File: config.mk
export PLATFORM = sky130hd
export DESIGN_NAME = sfdp_jedec_param_table
export DESIGN_NICKNAME = d
export VERILOG_FILES = /design/src/rtl/sfdp_pkg.sv /design/src/rtl/sfdp_jedec_param_table.sv /design/src/rtl/param_rom.sv /design/src/rtl/sclk_edge.sv
export SDC_FILE = /design/constraint.sdc
export NUM_CORES = 1
export LEC_CHECK = 0
export ABC_AREA = 0
export BUFFER_PORTS_ARGS = -buffer_cell sky130_fd_sc_hd__buf_2
export CAP_MARGIN = 0
export CORE_UTILIZATION = 50
export DETAILED_ROUTE_END_ITERATION = 10
export PLACE_DENSITY_LB_ADDON = 0.12
export SLEW_MARGIN = 20
export SYNTH_ARGS = -nofsm -noshare
export SYNTH_HDL_FRONTEND = slang
export SYNTH_SLANG_ARGS = --single-unit
File: constraint.sdc
create_clock -name hclk -period 3.8 [get_ports hclk]
set_input_delay 0.57 -clock hclk [delete_from_list [all_inputs] [get_ports hclk]]
set_output_delay 0.57 -clock hclk [all_outputs]
set_load 0.1 [all_outputs]
File: src/rtl/sfdp_pkg.sv
// constants, types and table contents of the parameter-read table block
package sfdp_pkg;

    // serial command framing
    localparam logic [7:0]  CMD_PARAM_READ   = 8'h5a;
    localparam logic [1:0]  ADDR_BYTES_LAST  = 2'h2;    // three address bytes, index 0..2
    localparam logic [2:0]  BIT_LAST         = 3'h7;

    // header entries that locate the basic table
    localparam logic [23:0] HDR_LEN_ADDR     = 24'h00000b;
    localparam logic [23:0] HDR_PTR0_ADDR    = 24'h00000c;
    localparam logic [23:0] HDR_PTR1_ADDR    = 24'h00000d;
    localparam logic [23:0] HDR_PTR2_ADDR    = 24'h00000e;
    localparam logic [7:0]  HDR_LEN_DWORDS   = 8'h09;
    localparam logic [23:0] PARAM_TABLE_POINTER = 24'h000030;

    // first table byte fields
    localparam logic [1:0]  ERASE_4K_OK      = 2'b01;
    localparam logic        WRITE_GRAN_64    = 1'b1;
    localparam logic        WREN_VOL_REQ     = 1'b0;
    localparam logic        WREN_VOL_OPSEL   = 1'b0;
    localparam logic [2:0]  UNUSED_THREE     = 3'b111;

    // third table byte fields
    localparam logic        FR_112           = 1'b0;
    localparam logic [1:0]  ADDR_3BYTE_ONLY  = 2'b00;
    localparam logic        DTR_SUPPORT      = 1'b0;
    localparam logic        FR_122           = 1'b1;
    localparam logic        FR_144           = 1'b1;
    localparam logic        FR_114           = 1'b0;
    localparam logic        UNUSED_ONE       = 1'b1;

    // fast read 1-4-4 timing fields
    localparam logic [4:0]  FR144_DUMMY      = 5'b00100;
    localparam logic [2:0]  FR144_MODE_BITS  = 3'b010;

    localparam logic [7:0]  BYTE_UNUSED      = 8'hff;
    localparam logic [31:0] DENSITY_BITS_M1  = 32'h00ffffff;

    // byte offsets inside the parameter space
    localparam logic [23:0] OFS_B30 = 24'h000030;
    localparam logic [23:0] OFS_B31 = 24'h000031;
    localparam logic [23:0] OFS_B32 = 24'h000032;
    localparam logic [23:0] OFS_B33 = 24'h000033;
    localparam logic [23:0] OFS_B34 = 24'h000034;
    localparam logic [23:0] OFS_B35 = 24'h000035;
    localparam logic [23:0] OFS_B36 = 24'h000036;
    localparam logic [23:0] OFS_B37 = 24'h000037;
    localparam logic [23:0] OFS_B38 = 24'h000038;
    localparam logic [23:0] OFS_B39 = 24'h000039;
    localparam logic [23:0] OFS_B3A = 24'h00003a;
    localparam logic [23:0] OFS_B3B = 24'h00003b;

    // assembled byte values
    localparam logic [7:0]  VAL_B30 = {UNUSED_THREE, WREN_VOL_OPSEL, WREN_VOL_REQ,
                                       WRITE_GRAN_64, ERASE_4K_OK};
    localparam logic [7:0]  VAL_B31 = 8'h20;
    localparam logic [7:0]  VAL_B32 = {UNUSED_ONE, FR_114, FR_144, FR_122, DTR_SUPPORT,
                                       ADDR_3BYTE_ONLY, FR_112};
    localparam logic [7:0]  VAL_B38 = {FR144_MODE_BITS, FR144_DUMMY};
    localparam logic [7:0]  VAL_B39 = 8'heb;
    localparam logic [7:0]  VAL_B3A = 8'h00;
    localparam logic [7:0]  VAL_B3B = 8'hff;

    // register map, byte addresses
    localparam logic [3:0]  REG_CTRL_OFS     = 4'h0;
    localparam logic [3:0]  REG_STATUS_OFS   = 4'h4;
    localparam logic [3:0]  REG_COUNT_OFS    = 4'h8;
    localparam int          CTRL_EN_BIT      = 0;
    localparam logic        CTRL_EN_RESET    = 1'b1;
    localparam int          STAT_BUSY_BIT    = 0;
    localparam int          STAT_DATA_BIT    = 1;
    localparam int          STAT_REJ_BIT     = 2;
    localparam logic [1:0]  HTRANS_NONSEQ    = 2'b10;
    localparam logic [1:0]  HRESP_OKAY       = 2'b00;

    // serial state, gray along cmd, addr, dummy, data
    typedef enum logic [2:0] {
        ST_CMD    = 3'b000,
        ST_ADDR   = 3'b001,
        ST_DUMMY  = 3'b011,
        ST_DATA   = 3'b010,
        ST_IGNORE = 3'b110
    } ser_state_e;

    // captured address phase
    typedef struct packed {
        logic       valid;
        logic       write;
        logic [3:0] addr;
    } ahb_req_s;

endpackage

File: src/rtl/sfdp_jedec_param_table.sv
// parameter-read serial responder with ahb-lite control registers
`timescale 1ns/100ps
module sfdp_jedec_param_table
    import sfdp_pkg::*;
(
    input  wire logic        hclk,
    input  wire logic        hresetn,
    input  wire logic        hsel,
    input  wire logic [31:0] haddr,
    input  wire logic [1:0]  htrans,
    input  wire logic        hwrite,
    input  wire logic [2:0]  hsize,
    input  wire logic [31:0] hwdata,
    input  wire logic        hready,
    output logic      [31:0] hrdata,
    output logic             hreadyout,
    output logic      [1:0]  hresp,
    input  wire logic        cs_n,
    input  wire logic        sclk,
    input  wire logic        si,
    output logic             so,
    output logic             so_oe_n
);

    ser_state_e  state_q;
    logic [2:0]  bit_q;
    logic [1:0]  abyte_q;
    logic [7:0]  in_q;
    logic [7:0]  in_byte;
    logic [23:0] addr_q;
    logic [7:0]  sh_q;
    logic        so_q;
    logic        so_oe_n_q;
    logic [7:0]  rom_data;
    logic        rise;
    logic        fall;
    logic        enable_q;
    logic        reject_q;
    logic [7:0]  last_cmd_q;
    logic [15:0] count_q;
    ahb_req_s    req_q;
    logic        rd_wait_q;
    logic [31:0] hrdata_q;
    logic        addr_ok;

    sclk_edge u_edge (
        .hclk    (hclk),
        .hresetn (hresetn),
        .sclk    (sclk),
        .rise    (rise),
        .fall    (fall)
    );

    param_rom u_rom (
        .hclk    (hclk),
        .hresetn (hresetn),
        .addr    (addr_q),
        .rdata_q (rom_data)
    );

    // byte as it stands after this rising edge
    assign in_byte = {in_q[6:0], si};

    // framing sequence: opcode, address, dummy, data until select rises
    always_ff @(posedge hclk or negedge hresetn) begin
        if (!hresetn) begin
            state_q <= ST_CMD;
            bit_q   <= 3'h0;
            abyte_q <= 2'h0;
            in_q    <= 8'h00;
        end else if (cs_n) begin
            state_q <= ST_CMD;
            bit_q   <= 3'h0;
            abyte_q <= 2'h0;
        end else if (rise) begin
            in_q  <= in_byte;
            bit_q <= bit_q + 3'h1;
            if (bit_q == BIT_LAST) begin
                case (state_q)
                    ST_CMD: begin
                        // a disabled block or foreign opcode stays silent to the frame end
                        if (enable_q && in_byte == CMD_PARAM_READ) begin
                            state_q <= ST_ADDR;
                        end else begin
                            state_q <= ST_IGNORE;
                        end
                    end
                    ST_ADDR: begin
                        abyte_q <= abyte_q + 2'h1;
                        if (abyte_q == ADDR_BYTES_LAST) begin
                            state_q <= ST_DUMMY;
                        end
                    end
                    ST_DUMMY: state_q <= ST_DATA;
                    ST_DATA:  state_q <= ST_DATA;
                    ST_IGNORE: state_q <= ST_IGNORE;
                    default:  state_q <= ST_IGNORE;
                endcase
            end
        end
    end

    // address shift in, then advance one byte per byte sent
    always_ff @(posedge hclk or negedge hresetn) begin
        if (!hresetn) begin
            addr_q <= 24'h000000;
        end else if (!cs_n && rise && state_q == ST_ADDR && bit_q == BIT_LAST) begin
            addr_q <= {addr_q[15:0], in_byte};
        end else if (!cs_n && fall && state_q == ST_DATA && bit_q == 3'h0) begin
            addr_q <= addr_q + 24'h000001;
        end
    end

    // output shifter, msb first, changed on falling edges; rom has a full
    // serial phase to settle after each address step
    always_ff @(posedge hclk or negedge hresetn) begin
        if (!hresetn) begin
            so_q <= 1'b0;
            sh_q <= 8'h00;
        end else if (!cs_n && fall && state_q == ST_DATA) begin
            if (bit_q == 3'h0) begin
                so_q <= rom_data[7];
                sh_q <= {rom_data[6:0], 1'b0};
            end else begin
                so_q <= sh_q[7];
                sh_q <= {sh_q[6:0], 1'b0};
            end
        end
    end

    // output enable low only while a data phase drives the pin
    always_ff @(posedge hclk or negedge hresetn) begin
        if (!hresetn) begin
            so_oe_n_q <= 1'b1;
        end else if (cs_n) begin
            so_oe_n_q <= 1'b1;
        end else if (fall && state_q == ST_DATA) begin
            so_oe_n_q <= 1'b0;
        end
    end

    assign so      = so_q;
    assign so_oe_n = so_oe_n_q;

    // ahb address phase capture
    always_ff @(posedge hclk or negedge hresetn) begin
        if (!hresetn) begin
            req_q <= '0;
        end else if (hready) begin
            req_q.valid <= hsel && (htrans == HTRANS_NONSEQ);
            req_q.write <= hwrite;
            req_q.addr  <= haddr[3:0];
        end
    end

    // reads take one wait state so a write just before is already visible
    always_ff @(posedge hclk or negedge hresetn) begin
        if (!hresetn) begin
            rd_wait_q <= 1'b0;
        end else begin
            rd_wait_q <= hready && hsel && (htrans == HTRANS_NONSEQ) && !hwrite;
        end
    end

    assign addr_ok = (req_q.addr == REG_CTRL_OFS) || (req_q.addr == REG_STATUS_OFS)
                     || (req_q.addr == REG_COUNT_OFS);

    // read mux; unmapped words read zero
    always_ff @(posedge hclk or negedge hresetn) begin
        if (!hresetn) begin
            hrdata_q <= 32'h00000000;
        end else if (rd_wait_q) begin
            hrdata_q <= 32'h00000000;
            case (req_q.addr)
                REG_CTRL_OFS:   hrdata_q[CTRL_EN_BIT] <= enable_q;
                REG_STATUS_OFS: begin
                    hrdata_q[STAT_BUSY_BIT] <= ~cs_n;
                    hrdata_q[STAT_DATA_BIT] <= (state_q == ST_DATA);
                    hrdata_q[STAT_REJ_BIT]  <= reject_q;
                    hrdata_q[15:8]          <= last_cmd_q;
                end
                REG_COUNT_OFS:  hrdata_q[15:0] <= count_q;
                default:        hrdata_q <= 32'h00000000;
            endcase
        end
    end

    assign hrdata    = hrdata_q;
    assign hreadyout = ~rd_wait_q;
    assign hresp     = HRESP_OKAY;

    // enable bit; writes reach this register and the status reject clear, never the table
    always_ff @(posedge hclk or negedge hresetn) begin
        if (!hresetn) begin
            enable_q <= CTRL_EN_RESET;
        end else if (req_q.valid && req_q.write && addr_ok
                     && req_q.addr == REG_CTRL_OFS) begin
            enable_q <= hwdata[CTRL_EN_BIT];
        end
    end

    // last opcode seen, and sticky flag for refused opcodes; set beats clear
    always_ff @(posedge hclk or negedge hresetn) begin
        if (!hresetn) begin
            last_cmd_q <= 8'h00;
            reject_q   <= 1'b0;
        end else begin
            if (!cs_n && rise && state_q == ST_CMD && bit_q == BIT_LAST) begin
                last_cmd_q <= in_byte;
            end
            if (!cs_n && rise && state_q == ST_CMD && bit_q == BIT_LAST
                && !(enable_q && in_byte == CMD_PARAM_READ)) begin
                reject_q <= 1'b1;
            end else if (req_q.valid && req_q.write && req_q.addr == REG_STATUS_OFS
                         && hwdata[STAT_REJ_BIT]) begin
                reject_q <= 1'b0;
            end
        end
    end

    // count of reads that reached their data phase, wraps
    always_ff @(posedge hclk or negedge hresetn) begin
        if (!hresetn) begin
            count_q <= 16'h0000;
        end else if (!cs_n && rise && state_q == ST_DUMMY && bit_q == BIT_LAST) begin
            count_q <= count_q + 16'h0001;
        end
    end
endmodule

File: src/rtl/param_rom.sv
// fixed parameter table with registered read data
`timescale 1ns/100ps
module param_rom
    import sfdp_pkg::*;
(
    input  wire logic        hclk,
    input  wire logic        hresetn,
    input  wire logic [23:0] addr,
    output logic      [7:0]  rdata_q
);

    logic [7:0] rdata_d;

    // constant lookup, no write path exists into it
    always_comb begin
        rdata_d = BYTE_UNUSED;
        case (addr)
            HDR_LEN_ADDR:  rdata_d = HDR_LEN_DWORDS;
            HDR_PTR0_ADDR: rdata_d = PARAM_TABLE_POINTER[7:0];
            HDR_PTR1_ADDR: rdata_d = PARAM_TABLE_POINTER[15:8];
            HDR_PTR2_ADDR: rdata_d = PARAM_TABLE_POINTER[23:16];
            OFS_B30:       rdata_d = VAL_B30;
            OFS_B31:       rdata_d = VAL_B31;
            OFS_B32:       rdata_d = VAL_B32;
            OFS_B33:       rdata_d = BYTE_UNUSED;
            OFS_B34:       rdata_d = DENSITY_BITS_M1[7:0];
            OFS_B35:       rdata_d = DENSITY_BITS_M1[15:8];
            OFS_B36:       rdata_d = DENSITY_BITS_M1[23:16];
            OFS_B37:       rdata_d = DENSITY_BITS_M1[31:24];
            OFS_B38:       rdata_d = VAL_B38;
            OFS_B39:       rdata_d = VAL_B39;
            OFS_B3A:       rdata_d = VAL_B3A;
            OFS_B3B:       rdata_d = VAL_B3B;
            default:       rdata_d = BYTE_UNUSED;
        endcase
    end

    // read register; only the address steers it
    always_ff @(posedge hclk or negedge hresetn) begin
        if (!hresetn) begin
            rdata_q <= BYTE_UNUSED;
        end else begin
            rdata_q <= rdata_d;
        end
    end

endmodule

File: src/rtl/sclk_edge.sv
// serial clock edge finder on the system clock
`timescale 1ns/100ps
module sclk_edge (
    input  wire logic hclk,
    input  wire logic hresetn,
    input  wire logic sclk,
    output logic      rise,
    output logic      fall
);

    logic sclk_q;

    // previous level; pin is already synchronous so no second stage
    always_ff @(posedge hclk or negedge hresetn) begin
        if (!hresetn) begin
            sclk_q <= 1'b0;
        end else begin
            sclk_q <= sclk;
        end
    end

    assign rise = sclk & ~sclk_q;
    assign fall = ~sclk & sclk_q;

endmodule

==> reports/results.md <==
| Parameter | Reported | Unit |
|---|---|---|
| Setup-failing EPs final | 0 | - |
| Sink count of the clock tree | 106 | - |
| Violation count after the first detailed-routing iteration | 189 | - |
| Transition at the pin with the smallest max-transition slack | 0.9760 | ns |
| Number of synthesized flops with an enable pin | 0 | - |
| Leading register cell type out of synthesis | sky130_fd_sc_hd__dfrtp_1 | - |
| Site row count | 37 | - |
| Via count | 3781 | - |
| Worst rel slew slack | 0.3434 | - |
| HPWL after detailed placement | 7.112 | mm |
| Number of hold violations in the final report | 0 | - |
| Number of nets in the layout | 646 | - |
| Buffer count from post-CTS setup fixing | 0 | - |
| Port Buffers | 34 | - |
| WL per Instance | 14.68 | um |
| Final worst path period need | 2.522 | ns |
| Post-synth ARST share | 1.000 | - |
| Dpl ws | 1.133 | ns |
| Maximum number of pins on one net before global-route repair | 91 | - |
| Worst-case vdd ir drop | 347.0 | uV |
| Mean cell area of the mapped netlist | 9.881 | um2 |
| CP required | 4.09 | ns |
| Post-detailed-route via-to-cell ratio | 5.409 | - |
| Initial antenna violation count | 0 | - |
| Outcome | completed | - |
| Post-synthesis cell area | 5276 | um2 |
| Final clock period utilization by the worst path | 0.6637 | - |
| Syn-to-layout area delta | 8.608 | % |
| Total of max-cap violations | 0 | - |
| Global placement routability congestion | 0.8697 | - |
| Global-route wire length before repair | 17.80 | mm |
| CORE AREA | 10280 | um2 |
| Highest fanout seen on the critical path | 17 | - |
| Grt ovf | 0 | - |
| TritonRoute pass-1 iters | 4 | - |
| Static leakage | 2.609 | nW |
| Share of the yosys chip area belonging to registers | 0.5051 | - |
| Setup repair after global routing missed its margin | no | - |
| Number of register bits inferred by synthesis | 106 | - |
| Category of the critical setup timing path | reg2reg | - |
| Clock tree root driver cell | sky130_fd_sc_hd__clkbuf_8 | - |
| CP Launch Type | register | - |
| Die width | 104.7 | um |
| Total Die Area | 10970 | um2 |
| Routed wire length | 10.26 | mm |
| Post-CTS resize count | 0 | - |
| Worst-Skew Late Latency | 0.38 | ns |
| Setup Total Neg Slack | 0 | ns |
| TritonCTS clock tree | built | - |
| Number of buffers created by CTS | 9 | - |
| PwrDens | 440.5 | nW/um2 |
| Hold crit path type | in2async | - |
| Count of hold buffers inserted by post-cts repair | 0 | - |
| Effective utilization at floorplan | 0.5134 | - |
| Largest clock skew in the final design | 0.01388 | ns |
| Share of cells above drive strength 1 | 0.1652 | - |
| Core occupancy in the finished layout | 0.5576 | - |
| Library cells used by synthesis | 53 | - |
| Worst endpoint data arrival time | 2.82 | ns |
| Start point of the critical path | addr_q[2] | - |
| Clock-pin slew of the registers on the worst-case setup and hold paths | 0.09 | ns |
| Via count of the first global-routing pass | 3684 | - |
| Maximum number of buffers from clock root to sink | 2 | - |
| Fmax achieved | 396.5 | MHz |
| Die height | 104.7 | um |
| Slew Limit Fails | 0 | - |
| Number of warnings reported in the yosys synthesis log | 0 | - |
| Number of top-level design ports | 114 | - |
| Minimum setup slack in the final design | 1.278 | ns |
| Number of H-tree levels | 3 | - |
| DRC violations left | 0 | - |
| Final ANT Viol Nets | 0 | - |
| Start of the worst register-to-register path | addr_q[2] | - |
| Synthesized instance count | 534 | - |
| Diodes inserted | 0 | - |
| Cell depth of the worst flop-to-flop path | 5 | - |
| Global router's overall resource usage | 0.2038 | - |
| Category of the worst setup path capture point | register | - |
cell usage after synthesis (12+ instances only):
cell type / instances / area share
sky130_fd_sc_hd__nand3_1: 24 / 0.023
sky130_fd_sc_hd__buf_4: 18 / 0.026
sky130_fd_sc_hd__o21ai_0: 38 / 0.036
sky130_fd_sc_hd__mux2i_1: 12 / 0.023
sky130_fd_sc_hd__mux2_2: 23 / 0.049
sky130_fd_sc_hd__xnor2_1: 18 / 0.030
sky130_fd_sc_hd__nor2_1: 57 / 0.041
sky130_fd_sc_hd__dfrtp_1: 96 / 0.46
sky130_fd_sc_hd__inv_1: 20 / 0.014
sky130_fd_sc_hd__nand2_1: 62 / 0.044
sky130_fd_sc_hd__clkbuf_1: 21 / 0.015
final timing paths:
path / to / slack (ns)
setup reg to reg: addr_q[23] / 1.28
max in group asynchronous: u_rom.rdata_q[7] / 2.74
hold reg to reg: count_q[15] / 0.48
hold / removal: hrdata[6] / 0.26
setup / recovery: addr_q[23] / 1.28
min in group hclk: rd_wait_q / 0.35
area by class of cell:
cell class / instances / area (um2)
Tap cell: 136 / 170.2
Timing Repair Buffer: 38 / 206.4
Inverter: 20 / 75.07
Clock buffer: 11 / 131.4
Fill cell: 944 / 4547
Clock inverter: 5 / 102.6
Sequential cell: 106 / 2665
Multi-Input combinational cell: 383 / 2380
metrics by stage:
stage               power [W]  cell area (um2)  hold WS [ns]  cells
global route         0.002629             5731        0.3108    699
global placement     0.001731             5493        0.4592    683
finish               0.002524             5731        0.2596    699
CTS                  0.002560             5731        0.2843    699
floorplan            0.001648             5340        0.2744    551
detailed placement   0.001736             5497        0.4584    683
flip-flops by register name, indices dropped and copies added (netlist names):
signal / flops
addr_q: 24
count_q: 16
hrdata: 16
last_cmd_q: 8
u_rom.rdata_q: 8
in_q: 7
sh_q: 7
req_q: 6
bit_q: 3
state_q: 3
abyte_q: 2
enable_q: 1
rd_wait_q: 1
reject_q: 1
so: 1
so_oe_n: 1
u_edge.sclk_q: 1
per-layer routing:
| metal | global-route usage | vias to the layer above | wire length [um] |
|---|---|---|---|
| li1 | - | 1872 | - |
| met1 | 0.2890 | 1827 | 4957 |
| met2 | 0.3070 | 72 | 4737 |
| met3 | 0.05303 | 10 | 435 |
| met4 | 0.06137 | 0 | 133 |
| met5 | 0 | - | 0 |
kinds of logic (layout without fill, tap and decap cells):
family / after synthesis / after routing / share of synthesized area
and+or+nand+nor: 211 / 211 / 0.1975
buffers and inverters: 62 / 74 / 0.05715
muxes: 35 / 35 / 0.07185
AOI/OAI and AO/OA: 80 / 80 / 0.09509
adders and majority gates: 11 / 11 / 0.02608
DFF: 106 / 106 / 0.5051
other: 1 / 18 / 0.0007107
xor gates and xnor gates: 28 / 28 / 0.04648
cell usage in the layout, fill, tap and decap left out, types with 7 or more instances in the layout:
cell                       count
sky130_fd_sc_hd__inv_1        20
sky130_fd_sc_hd__conb_1       18
sky130_fd_sc_hd__nor2_1       57
sky130_fd_sc_hd__buf_2        33
sky130_fd_sc_hd__o21ai_0      38
sky130_fd_sc_hd__nor3_1        9
sky130_fd_sc_hd__clkbuf_8      9
sky130_fd_sc_hd__a221oi_1     11
sky130_fd_sc_hd__xnor2_1      18
sky130_fd_sc_hd__dfstp_2      10
sky130_fd_sc_hd__and3_1        7
sky130_fd_sc_hd__nand4_1      11
sky130_fd_sc_hd__nand2_1      62
sky130_fd_sc_hd__nor4_1        8
sky130_fd_sc_hd__a21oi_1      10
sky130_fd_sc_hd__nand3_1      24
sky130_fd_sc_hd__mux2i_1      12
sky130_fd_sc_hd__dfrtp_1      96
sky130_fd_sc_hd__ha_1         11
sky130_fd_sc_hd__mux2_2       23
sky130_fd_sc_hd__xor2_1       10
where the power goes:
group          switching [W]  internal, W  total [W]
clock               0.000377     0.000437   0.000814
combinational       0.000359    0.0000897   0.000449
sequential         0.0000642      0.00120    0.00126
total               0.000801      0.00172    0.00252
critical path, stage by stage, from the launching register on:
cell                      delay, ns
sky130_fd_sc_hd__dfrtp_1       0.65
sky130_fd_sc_hd__nand3_1       0.30
sky130_fd_sc_hd__or3_1         0.46
sky130_fd_sc_hd__or4_4         0.48
sky130_fd_sc_hd__or3_1         0.36
sky130_fd_sc_hd__a31oi_1       0.18
Power figures use the tool's default switching activity.
